===== src/verilog/clock_mode_params.svh =====
// Purpose: Offsets, field positions, reset values and timing for the clock mode control.
// Assumes: Register bus is APB with 32-bit data, one aligned word per register.
// Notes:   Definitions only.
`ifndef CLOCK_MODE_PARAMS_SVH
`define CLOCK_MODE_PARAMS_SVH

`define OFS_SYS_CLK_CTRL  8'h00
`define OFS_FAST_OSC_CTRL 8'h04
`define OFS_MODE_STATUS   8'h08

`define SEL_MSB   7
`define SEL_LSB   5
`define HKEEP_BIT 1
`define LKEEP_BIT 0
`define SCC_RESET 8'h40

`define FREQ_MSB   3
`define FREQ_LSB   2
`define STABLE_BIT 1
`define HSEN_BIT   0
`define FAST_OSC_CONTROL_RESET 8'h01

`define SEL_SUB     3'h7
`define FREQ_12     2'h0
`define FREQ_ALIAS  2'h3

`define CLK_MHZ     25
`define HS_STAB_NS  16000
`define HS_STAB_CYC ((`HS_STAB_NS * `CLK_MHZ + 999) / 1000)

`endif


===== src/verilog/clock_mode_pkg.sv =====
// Purpose: Types shared by the clock mode control.
// Assumes: One-hot operating mode codes.
// Notes:   Halted modes are entered only from the run mode.
package clock_mode_pkg;
   typedef enum logic [4:0] {
      MODE_RUN            = 5'h01,
      MODE_SLEEP          = 5'h02,
      MODE_IDLE_SLOW_ONLY = 5'h04,
      MODE_IDLE_BOTH_ON   = 5'h08,
      MODE_IDLE_FAST_ONLY = 5'h10
   } op_mode_e;
endpackage


===== src/verilog/system_clock_mode_control.sv =====
// Purpose: System clock selection, fast oscillator control and halt mode gating.
// Assumes: Oscillator ticks arrive as one-cycle strobes already on i_clock.
// Notes:   Clocks leave as registered enable strobes, so gating never glitches.
// How it works
// - Select code 0..6 gives fast clock divided 1..64; code 7 gives sub clock.
// - Fast clock comes from the fast RC; sub clock from the 32 kHz slow RC.
// - The fast RC runs at 12, 16 or 20 MHz by a two-bit select.
// - Oscillator strobes also feed the watchdog and time base.
// - Fast mode: CPU on divided fast clock; all oscillators run.
// - Slow mode: CPU on sub clock; fast clock follows its enable bit.
// - After moving to sub clock the fast clock may keep serving peripherals.
// - Halt with both keep bits clear sleeps; slow RC only for watchdog.
// - Halt with only slow keep: fast off, sub on, system on if code 7.
// - Halt with both keep bits: everything runs except the CPU.
// - Halt with only fast keep: sub off, system on if code below 7.
// - Fast keep bit holds the fast oscillator running while halted.
// - Slow keep bit holds the slow oscillator running while halted.
// - Control register bits 4 to 2 always read zero.
// - Frequency code 00 12 MHz, 01 16 MHz, 10 20 MHz, 11 12 MHz.
// - Enabling or a frequency change clears stable; new frequency applies when set.
// - Fast oscillator enable is bit 0 and resets to one.
module system_clock_mode_control
   import clock_mode_pkg::*;
(
   input  wire logic        i_clock,
   input  wire logic        i_rst_n,
   input  wire logic        i_ce,
   input  wire logic        i_psel,
   input  wire logic        i_penable,
   input  wire logic        i_pwrite,
   input  wire logic [7:0]  i_paddr,
   input  wire logic [31:0] i_pwdata,
   output logic      [31:0] o_prdata,
   output logic             o_pready,
   output logic             o_pslverr,
   input  wire logic        i_halt,
   input  wire logic        i_wake,
   input  wire logic        i_wdt_enable,
   input  wire logic        i_fast_osc_tick,
   input  wire logic        i_internal_slow_rc_tick,
   output logic             o_hs_osc_run,
   output logic      [1:0]  o_hs_freq_sel,
   output logic             o_internal_slow_rc_run,
   output logic             o_fast_clk_en,
   output logic             o_sub_clk_en,
   output logic             o_internal_slow_rc_clk_en,
   output logic             o_sys_clk_en,
   output logic             o_cpu_clk_en
);
   `include "clock_mode_params.svh"

   logic [2:0]  sel_r, sel_nxt;
   logic        hkeep_r, hkeep_nxt;
   logic        lkeep_r, lkeep_nxt;
   logic [1:0]  freq_req_r, freq_req_nxt;
   logic        hs_en_r, hs_en_nxt;
   logic        pready_r, pready_nxt;
   logic        pslverr_r, pslverr_nxt;
   logic [31:0] prdata_r, prdata_nxt;
   logic        access, take_wr, wr_scc, wr_fast;
   logic        map_hit;
   logic [7:0]  scc_view, fast_view;

   op_mode_e    mode_r, mode_nxt;
   logic [2:0]  halt_sel_r, halt_sel_nxt;

   logic        hs_run_r, hs_run_nxt;
   logic        stable_r, stable_nxt;
   logic [8:0]  stab_cnt_r, stab_cnt_nxt;
   logic [1:0]  freq_act_r, freq_act_nxt;
   logic        restart;

   logic [5:0]  div_cnt_r, div_cnt_nxt;
   logic [5:0]  div_mask;
   logic        div_hit;
   logic [2:0]  eff_sel;
   logic        sys_on, sub_on, internal_slow_rc_on;
   logic        fast_en_nxt, sub_en_nxt, internal_slow_rc_en_nxt, sys_en_nxt, cpu_en_nxt;
   logic        internal_slow_rc_run_nxt;

   // Register views; the unimplemented middle bits of the control byte stay zero.
   always_comb begin
      scc_view = 8'h00;
      scc_view[`SEL_MSB:`SEL_LSB] = sel_r;
      scc_view[`HKEEP_BIT] = hkeep_r;
      scc_view[`LKEEP_BIT] = lkeep_r;
      fast_view = 8'h00;
      fast_view[`FREQ_MSB:`FREQ_LSB] = freq_req_r;
      fast_view[`STABLE_BIT] = stable_r;
      fast_view[`HSEN_BIT] = hs_en_r;
   end

   // One wait state: the answer is prepared in the first access cycle.
   always_comb begin
      access  = i_psel & i_penable;
      map_hit = (i_paddr == `OFS_SYS_CLK_CTRL) | (i_paddr == `OFS_FAST_OSC_CTRL) |
                (i_paddr == `OFS_MODE_STATUS);
      take_wr = access & pready_r & i_pwrite & ~pslverr_r;
      wr_scc  = take_wr & (i_paddr == `OFS_SYS_CLK_CTRL);
      wr_fast = take_wr & (i_paddr == `OFS_FAST_OSC_CTRL);
      pready_nxt  = access & ~pready_r;
      pslverr_nxt = access & ~pready_r & ~map_hit;
      prdata_nxt  = prdata_r;
      if (access & ~pready_r) begin
         prdata_nxt = 32'h0000_0000;
         if (~i_pwrite) begin
            case (i_paddr)
               `OFS_SYS_CLK_CTRL:  prdata_nxt[7:0] = scc_view;
               `OFS_FAST_OSC_CTRL: prdata_nxt[7:0] = fast_view;
               `OFS_MODE_STATUS:   prdata_nxt[7:0] = {1'b0, hs_run_r, stable_r, mode_r};
               default:            prdata_nxt = 32'h0000_0000;
            endcase
         end
      end
   end

   always_comb begin
      sel_nxt      = sel_r;
      hkeep_nxt    = hkeep_r;
      lkeep_nxt    = lkeep_r;
      freq_req_nxt = freq_req_r;
      hs_en_nxt    = hs_en_r;
      if (wr_scc) begin
         sel_nxt   = i_pwdata[`SEL_MSB:`SEL_LSB];
         hkeep_nxt = i_pwdata[`HKEEP_BIT];
         lkeep_nxt = i_pwdata[`LKEEP_BIT];
      end
      if (wr_fast) begin
         freq_req_nxt = i_pwdata[`FREQ_MSB:`FREQ_LSB];
         hs_en_nxt    = i_pwdata[`HSEN_BIT];
      end
   end

   always_ff @(posedge i_clock or negedge i_rst_n) begin
      if (!i_rst_n) begin
         sel_r      <= 3'(`SCC_RESET >> `SEL_LSB);
         hkeep_r    <= 1'(`SCC_RESET >> `HKEEP_BIT);
         lkeep_r    <= 1'(`SCC_RESET >> `LKEEP_BIT);
         freq_req_r <= 2'(`FAST_OSC_CONTROL_RESET >> `FREQ_LSB);
         hs_en_r    <= 1'(`FAST_OSC_CONTROL_RESET >> `HSEN_BIT);
         pready_r   <= 1'b0;
         pslverr_r  <= 1'b0;
         prdata_r   <= 32'h0000_0000;
      end else if (i_ce) begin
         sel_r      <= sel_nxt;
         hkeep_r    <= hkeep_nxt;
         lkeep_r    <= lkeep_nxt;
         freq_req_r <= freq_req_nxt;
         hs_en_r    <= hs_en_nxt;
         pready_r   <= pready_nxt;
         pslverr_r  <= pslverr_nxt;
         prdata_r   <= prdata_nxt;
      end
   end

   // The halt decision uses the bits as they stand when the halt executes.
   always_comb begin
      mode_nxt     = mode_r;
      halt_sel_nxt = halt_sel_r;
      case (mode_r)
         MODE_RUN: begin
            halt_sel_nxt = sel_r;
            if (i_halt) begin
               case ({hkeep_r, lkeep_r})
                  2'b00:   mode_nxt = MODE_SLEEP;
                  2'b01:   mode_nxt = MODE_IDLE_SLOW_ONLY;
                  2'b11:   mode_nxt = MODE_IDLE_BOTH_ON;
                  default: mode_nxt = MODE_IDLE_FAST_ONLY;
               endcase
            end
         end
         MODE_SLEEP, MODE_IDLE_SLOW_ONLY, MODE_IDLE_BOTH_ON, MODE_IDLE_FAST_ONLY: begin
            if (i_wake) begin
               mode_nxt = MODE_RUN;
            end
         end
         default: mode_nxt = MODE_RUN;
      endcase
   end

   always_ff @(posedge i_clock or negedge i_rst_n) begin
      if (!i_rst_n) begin
         mode_r     <= MODE_RUN;
         halt_sel_r <= 3'(`SCC_RESET >> `SEL_LSB);
      end else if (i_ce) begin
         mode_r     <= mode_nxt;
         halt_sel_r <= halt_sel_nxt;
      end
   end

   // Fast oscillator: runs in fast mode, by its enable in slow mode, by keep when halted.
   always_comb begin
      eff_sel = (mode_r == MODE_RUN) ? sel_r : halt_sel_r;
      case (mode_r)
         MODE_RUN:            hs_run_nxt = hs_en_r | (sel_r != `SEL_SUB);
         MODE_IDLE_BOTH_ON,
         MODE_IDLE_FAST_ONLY: hs_run_nxt = 1'b1;
         default:             hs_run_nxt = 1'b0;
      endcase
      // Rewriting the same code with the oscillator already enabled does not restart it.
      restart = (wr_fast & i_pwdata[`HSEN_BIT] & ~hs_en_r) |
                (wr_fast & (i_pwdata[`FREQ_MSB:`FREQ_LSB] != freq_req_r));
      stable_nxt   = stable_r;
      stab_cnt_nxt = stab_cnt_r;
      freq_act_nxt = freq_act_r;
      if (~hs_run_r | restart) begin
         // A restart wins over a settling count that ends in the same cycle.
         stable_nxt   = 1'b0;
         stab_cnt_nxt = 9'h000;
      end else if (~stable_r) begin
         if (stab_cnt_r == 9'(`HS_STAB_CYC - 1)) begin
            stable_nxt   = 1'b1;
            freq_act_nxt = (freq_req_r == `FREQ_ALIAS) ? `FREQ_12 : freq_req_r;
         end else begin
            stab_cnt_nxt = stab_cnt_r + 9'h001;
         end
      end
   end

   always_ff @(posedge i_clock or negedge i_rst_n) begin
      if (!i_rst_n) begin
         // The fast oscillator runs out of reset and settles before any fast strobe leaves.
         hs_run_r   <= 1'b1;
         stable_r   <= 1'(`FAST_OSC_CONTROL_RESET >> `STABLE_BIT);
         stab_cnt_r <= 9'h000;
         freq_act_r <= `FREQ_12;
      end else if (i_ce) begin
         hs_run_r   <= hs_run_nxt;
         stable_r   <= stable_nxt;
         stab_cnt_r <= stab_cnt_nxt;
         freq_act_r <= freq_act_nxt;
      end
   end

   // Divider and clock gating; every enable is a registered strobe.
   always_comb begin
      // Gating on the next run state too keeps a fast strobe out of the first halted cycle.
      fast_en_nxt = i_fast_osc_tick & hs_run_r & hs_run_nxt & stable_r;
      // Code n fires on every 2^n-th gated fast strobe; the mask marks the last count.
      div_mask    = 6'((7'h01 << eff_sel) - 7'h01);
      div_hit     = fast_en_nxt & ((div_cnt_r & div_mask) == div_mask);
      div_cnt_nxt = fast_en_nxt ? div_cnt_r + 6'h01 : div_cnt_r;
      case (mode_r)
         MODE_RUN:            sys_on = 1'b1;
         MODE_IDLE_SLOW_ONLY: sys_on = (halt_sel_r == `SEL_SUB);
         MODE_IDLE_BOTH_ON:   sys_on = 1'b1;
         MODE_IDLE_FAST_ONLY: sys_on = (halt_sel_r != `SEL_SUB);
         default:             sys_on = 1'b0;
      endcase
      sub_on  = (mode_r == MODE_RUN) | (mode_r == MODE_IDLE_SLOW_ONLY) |
                (mode_r == MODE_IDLE_BOTH_ON);
      internal_slow_rc_on = (mode_r != MODE_SLEEP) | i_wdt_enable;
      internal_slow_rc_run_nxt = internal_slow_rc_on;
      internal_slow_rc_en_nxt  = i_internal_slow_rc_tick & internal_slow_rc_on;
      sub_en_nxt   = i_internal_slow_rc_tick & internal_slow_rc_on & sub_on;
      if (eff_sel == `SEL_SUB) begin
         sys_en_nxt = sys_on & sub_en_nxt;
      end else begin
         sys_en_nxt = sys_on & div_hit;
      end
      cpu_en_nxt = sys_en_nxt & (mode_r == MODE_RUN);
   end

   always_ff @(posedge i_clock or negedge i_rst_n) begin
      if (!i_rst_n) begin
         div_cnt_r     <= 6'h00;
         o_fast_clk_en <= 1'b0;
         o_sub_clk_en  <= 1'b0;
         o_internal_slow_rc_clk_en <= 1'b0;
         o_sys_clk_en  <= 1'b0;
         o_cpu_clk_en  <= 1'b0;
         o_internal_slow_rc_run    <= 1'b1;
      end else if (i_ce) begin
         div_cnt_r     <= div_cnt_nxt;
         o_fast_clk_en <= fast_en_nxt;
         o_sub_clk_en  <= sub_en_nxt;
         o_internal_slow_rc_clk_en <= internal_slow_rc_en_nxt;
         o_sys_clk_en  <= sys_en_nxt;
         o_cpu_clk_en  <= cpu_en_nxt;
         o_internal_slow_rc_run    <= internal_slow_rc_run_nxt;
      end
   end

   always_comb begin
      o_prdata      = prdata_r;
      o_pready      = pready_r;
      o_pslverr     = pslverr_r;
      o_hs_osc_run  = hs_run_r;
      o_hs_freq_sel = freq_act_r;
   end
endmodule


===== config.mk =====
export PLATFORM = sky130hd
export DESIGN_NAME = system_clock_mode_control
export DESIGN_NICKNAME = d
export VERILOG_FILES = /design/src/verilog/clock_mode_pkg.sv /design/src/verilog/system_clock_mode_control.sv
export VERILOG_INCLUDE_DIRS = /design/src /design/src/verilog
export SDC_FILE = /design/constraint.sdc
export NUM_CORES = 1
export LEC_CHECK = 0
export BUFFER_PORTS_ARGS = -buffer_cell sky130_fd_sc_hd__buf_4
export CAP_MARGIN = 15
export CORE_MARGIN = 5
export CORE_UTILIZATION = 30
export CTS_CLUSTER_DIAMETER = 100
export DETAILED_ROUTE_END_ITERATION = 8
export GPL_ROUTABILITY_DRIVEN = 0
export SYNTH_ARGS = -nofsm -noshare
export SYNTH_HDL_FRONTEND = slang
export SYNTH_SLANG_ARGS = --single-unit

===== constraint.sdc =====
create_clock -name i_clock -period 5.75 [get_ports i_clock]
set_clock_uncertainty 0.15 [all_clocks]
set_input_delay 1.15 -clock i_clock [delete_from_list [all_inputs] [get_ports i_clock]]
set_output_delay 1.15 -clock i_clock [all_outputs]
set_load 0.01 [all_outputs]

# After elaboration in Yosys (flattened, before gate mapping)

Cells that the tools add are included.

Register bits after elaboration: 75
Input bits: 51
Output and inout port bits: 43
Word-level logic and storage cells: 112

Add/sub/neg operators: 3
Eq/ne operators: 22
Shifts and indexed selects: 1
Multiplexer cells: 17
Bitwise logic cells: 36
Reduce and logical (&&, ||, !) cells: 12

Operators with widths:

| operator                                                           | number |
|---|---|
| 9-bit 2-to-1 mux                                                   | 3 |
| 8-bit one-hot mux with 3 select lines                              | 1 |
| 1-bit AND                                                          | 20 |
| 5-bit one-hot mux with 3 select lines                              | 1 |
| 5-bit 2-to-1 mux                                                   | 2 |
| 5-bit one-hot mux with 2 select lines                              | 1 |
| 9-bit by 1-bit adder with 9-bit output, second input constant      | 1 |
| 9-bit == test, second input constant                               | 1 |
| 8-bit by 3-bit == test with 1-bit output, second input constant    | 1 |
| 8-bit by 4-bit == test with 1-bit output, second input constant    | 1 |
| 8-bit logical NOT                                                  | 1 |
| 8-bit 2-to-1 mux                                                   | 1 |
| 1-bit OR                                                           | 8 |
| 2-bit AND reduction                                                | 4 |
| 1-bit inverter                                                     | 7 |
| 6-bit by 1-bit adder with 6-bit output, second input constant      | 1 |
| 6-bit AND                                                          | 1 |
| 3-bit == test, second input constant                               | 2 |
| 6-bit == test                                                      | 1 |
| 2-bit != test, second input constant                               | 3 |
| 3-bit != test, second input constant                               | 2 |
| 3-bit AND reduction                                                | 2 |
| 1-bit by 3-bit left shift with 6-bit output, first input constant  | 1 |
| 6-bit by 1-bit subtractor with 6-bit output, second input constant | 1 |
| 19 further kinds                                                   | 24 |

# Longest topological paths before layout

Depth after elaboration: 11
Mapped depth: 12
Mapped depth without buffers: 10

# Least setup slack after synthesis

OpenSTA, ideal clock, no wires.

Path type: input to register
From: input i_paddr[1]
To: register stab_cnt_r[6]
Setup time: 0.079 ns
Data arrival time: 2.642 ns
Required time: 5.521 ns
Path slack: 2.879 ns
Stages: 6
Buffers on the path: 1
Cells stage by stage: nor4_4 > nand4_1 > or4_1 > buf_2 > a211oi_2 > mux2i_1

Longest elaborated chain between the ends: 8
Elaborated cells on any way between the ends: 11
Classes of those cells: 3 x eq/ne; 1 x mux; 6 x bitwise; 1 x reduce/logical

RTL lines:

| element                                                                                    | line                             | RTL |
|---|---|---|
| start, declared                                                                            | system_clock_mode_control.sv:31  | `input wire logic [7:0] i_paddr,` |
| 8-bit by 3-bit == test with 1-bit output (*)                                               | n/a                              |  |
| 1-bit AND (*)                                                                              | system_clock_mode_control.sv:100 | `` wr_fast = take_wr & (i_paddr == `OFS_FAST_OSC_CTRL); `` |
| 1-bit AND (2 in series)                                                                    | system_clock_mode_control.sv:201 | `` restart = (wr_fast & i_pwdata[`HSEN_BIT] & ~hs_en_r) \| `` |
| 1-bit OR (*)                                                                               | system_clock_mode_control.sv:201 |  |
| 1-bit OR (*)                                                                               | system_clock_mode_control.sv:206 | `if (~hs_run_r \| restart) begin` |
| 2-bit != test (no line) / 2-bit by 1-bit != test with 1-bit output (equally long branches) | n/a                              |  |
| 3-bit AND reduction (no line)                                                              | n/a                              |  |
| end signal, assigned                                                                       | system_clock_mode_control.sv:230 | `stab_cnt_r <= stab_cnt_nxt;` |
| end, declared                                                                              | system_clock_mode_control.sv:69  | `logic [8:0] stab_cnt_r, stab_cnt_nxt;` |

Every way passes the cells marked *; elsewhere a longest branch is shown, timed or not.
A chain may end at the register's enable or synchronous reset.

# Worst setup path in the final report

From: register mode_r[1]
To: register o_cpu_clk_en

Longest elaborated chain between the ends: 10
Elaborated cells on any way between the ends: 27
Classes of those cells: 1 x add/sub; 7 x eq/ne; 1 x shift; 4 x mux; 12 x bitwise; 2 x reduce/logical

RTL lines:

| element                                     | line                             | RTL |
|---|---|---|
| start, declared                             | system_clock_mode_control.sv:64  | `op_mode_e mode_r, mode_nxt;` |
| start signal, assigned                      | system_clock_mode_control.sv:186 | `mode_r <= mode_nxt;` |
| 5-bit by 1-bit == test with 1-bit output    | n/a                              |  |
| 3-bit 2-to-1 mux                            | system_clock_mode_control.sv:193 | `eff_sel = (mode_r == MODE_RUN) ? sel_r : halt_sel_r;` |
| 1-bit by 3-bit left shift with 6-bit output | system_clock_mode_control.sv:240 | `div_mask = 6'((7'h01 << eff_sel) - 7'h01);` |
| 6-bit by 1-bit subtractor with 6-bit output | system_clock_mode_control.sv:240 |  |
| 6-bit AND                                   | system_clock_mode_control.sv:241 | `div_hit = fast_en_nxt & ((div_cnt_r & div_mask) == div_mask);` |
| 6-bit == test                               | system_clock_mode_control.sv:241 |  |
| 1-bit AND                                   | system_clock_mode_control.sv:241 |  |
| 1-bit AND                                   | system_clock_mode_control.sv:259 | `sys_en_nxt = sys_on & div_hit;` |
| 1-bit 2-to-1 mux                            | system_clock_mode_control.sv:256 | `` if (eff_sel == `SEL_SUB) begin `` |
| 1-bit AND (*)                               | system_clock_mode_control.sv:261 | `cpu_en_nxt = sys_en_nxt & (mode_r == MODE_RUN);` |
| end signal, assigned                        | system_clock_mode_control.sv:279 | `o_cpu_clk_en <= cpu_en_nxt;` |
| end, declared                               | system_clock_mode_control.sv:48  | `output logic o_cpu_clk_en` |

Marked as above.

==> reports/qor.yml <==
clocking:
  clk_pin_slew_ns: 0.09
  htreeDepth: 2
  root_buffer: "clkbuf_8"
  cts_made_buffers: 5
  clock_path_buffers: 2
  clk-insertion-delay-late_ns: 0.31
  post_cts.repair.setup_buffers: 0
  cts-resized-gates: 0
  ctsHoldBuffers: 0
  cts_tree: "done"
  clock_sinks: 51
synth:
  synth_edf_count: 0
  synth_area_per_cell_um2: 9.94
  synth_flop_cell: "dfrtp_1"
  postSynthCellCount: 302
  synth-async-reset-ratio: 1.00
  seq_area_frac_synth: 0.428
  synth_top_area_frac: 0.375
  yosys-top-cells-area: "dfrtp_1 38%, buf_4 6.0%, mux2_2 6.0%"
  synth-seq-cells: 51
  ys_warn_count: 0
  synth_top_area_cell: "dfrtp_1"
  synth_cell_types: 56
  synth_area_mm2: 0.00300
place:
  place_area_mm2: 0.00334
  dp_slack_ns: 2.54
  hpwl_um: 5130
  portBuffers: 44
critical_path:
  critPathMaxFanout: 12
  path_delay_family: "simple AND/OR/NAND/NOR gates"
  worstSetupStartpointType: "flip-flop"
  worstPathArrival_ns: 2.98
  end_kind: "flip-flop"
  worstPathCellList: "nor4_4, and2_1, a31oi_1, ha_1, nand2b_1, a211oi_1, nor4b_1, nand4_1, o221ai_1"
  slowest_stage: "dfrtp_1"
  startpoint: "mode_r[1]$_DFFE_PN0P_"
  cp.buffers_inverters: 0
  criticalPathCategory: "reg2reg"
  crit_required_ns: 5.82
  worstReg2RegStart: "mode_r[1]$_DFFE_PN0P_"
  cp_slowest_stage_delay_ns: 0.50
sta:
  slew-limit-headroom: 0.571
  slew_violations: 0
  grt_setup_unrepaired: "false"
  fin_crit_ns: 2.91
  hold_viol_final: 0
  period_share: 0.506
  fin_setup_tns_ns: 0
  setup_ws_ns: 2.84
  setup_viol: 0
  max_freq_mhz: 343
  tightestPinTransition_ns: 0.643
pwr:
  powerDensity_mw_per_mm2: 249
  power_leakage_nw: 1.56
  ir_worst_vdd_v: 0.0000869
detailed_routing:
  routed_wl_um: 6820
  drt_drc_violations_left: 0
  via_per_inst: 4.85
  via_count: 2286
  drtIter0Drc: 131
  ant_nets: 0
  routedWlPerCell_um: 14.5
  drt-pass1-iter-count: 4
global_route:
  grt_usage: 0.117
  grt_pass1_vias: 2245
  grt_max_degree: 52
  grt_pass1_wl_um: 11100
  antenna_found_initial: 0
  overflow: 0
die:
  initial_core_util: 0.307
  die_x_um: 110
  die_area_mm2: 0.0121
  die_h_um: 110
  num_rows: 36
  core_region_area_mm2: 0.00977
  ios: 94
flow_run:
  max_cap_viol_count: 0
finish:
  drive_above_1_share: 0.243
  fillers: 1027
  finalNetCount: 391
  num_antenna_cells: 0
  fin_area_mm2: 0.00344
  regArea_mm2: 0.00128
  area_delta_synth_final_pct: 14.7
  multi_input_area_mm2: 0.00153
  layout_common_cells: "45 x dfrtp_1, 45 x buf_4, 28 x nand2_1"
worst_hold_path:
  min_path_type: "reg2reg"
  worstHoldStart: "o_fast_clk_en$_DFFE_PN0P_"
status:
  status: "complete, no violations"
-- per-layer routing --
metal / vias up / share of wire / track usage
met1: 1109 / 0.41 / 0.151
li1: 1114 / - / -
met2: 58 / 0.51 / 0.200
met4: 0 / 0.010 / 0.0294
met3: 5 / 0.069 / 0.0250
met5: - / 0 / 0
-- report_power, final --
group	total (mW)	internal [mW]	switching, mW
Sequential	0.427	0.386	0.0409
Combinational	0.207	0.0875	0.120
Clock	0.223	0.0985	0.125
Total	0.857	0.572	0.286
-- area by class of cell --
class,count,share of cell area
multi-input cells,226,0.443
flip-flops and latches,51,0.373
repair buffers,45,0.0981
well taps,133,0.0483
clock buffers,6,0.0240
inverters,8,0.00872
clock inverters,2,0.00472
-- flip-flops by register name, summed over array words and instances, names as in the netlist --
register and cells:
o_sys_clk_en 1, o_internal_slow_rc_run 1, o_sub_clk_en 1, stab_cnt_r 9, hs_en_r 1, o_fast_clk_en 1
halt_sel_r 3, lkeep_r 1, o_pready 1, div_cnt_r 6, o_prdata 8, mode_r 5
hkeep_r 1, o_hs_freq_sel 2, sel_r 3, o_pslverr 1, stable_r 1, o_cpu_clk_en 1
o_hs_osc_run 1, freq_req_r 2, o_internal_slow_rc_clk_en 1
-- cell families after synthesis --
| group | share of synthesized area |
|---|---|
| buffers and inverters | 0.0925 |
| DFF | 0.428 |
| adders and majority gates | 0.0125 |
| and+or+nand+nor | 0.216 |
| other | 0.00125 |
| muxes | 0.0934 |
| xor gates and xnor gates | 0.0350 |
| AOI/OAI and AO/OA | 0.121 |
-- path summary, 6_finish.rpt --
kind | end | slack (ns) | cells after the start
setup / recovery | o_cpu_clk_en$_DFFE_PN0P_ | 2.84 | 9
hold / removal | o_fast_clk_en$_DFFE_PN0P_ | 0.34 | 1
setup reg to reg | o_cpu_clk_en$_DFFE_PN0P_ | 2.84 | 9
hold reg to reg | o_fast_clk_en$_DFFE_PN0P_ | 0.34 | 1
max in group asynchronous | stab_cnt_r[7]$_DFFE_PN0P_ | 4.31 | 1
min in group asynchronous | div_cnt_r[3]$_DFFE_PN0P_ | 0.71 | 1
-- synthesized netlist by cell type, types with 4 or more instances --
master	count
a21oi_1	9
clkbuf_1	8
nand3_1	5
nor4_1	4
nor2b_1	4
dfstp_2	6
o21ai_0	14
mux2i_1	10
nand2b_1	10
xnor2_1	7
nor2_1	12
nand4_1	12
nand2_1	28
buf_2	4
buf_4	24
mux2_2	16
inv_1	7
dfrtp_1	45
nor3_1	5
a22o_1	6
and3_1	5
xor2_1	5
-- through the flow --
step	total power [mW]	hold slack, ns	cells	util
after global placement	0.638	0.320	463	0.342
final	0.857	0.338	471	0.352
after global routing	0.916	0.364	471	0.352
after CTS	0.869	0.342	471	0.352
after detailed placement	0.642	0.320	463	0.342
after floorplan	0.584	0.317	325	-
No activity file was read; power rests on OpenSTA's default activity.
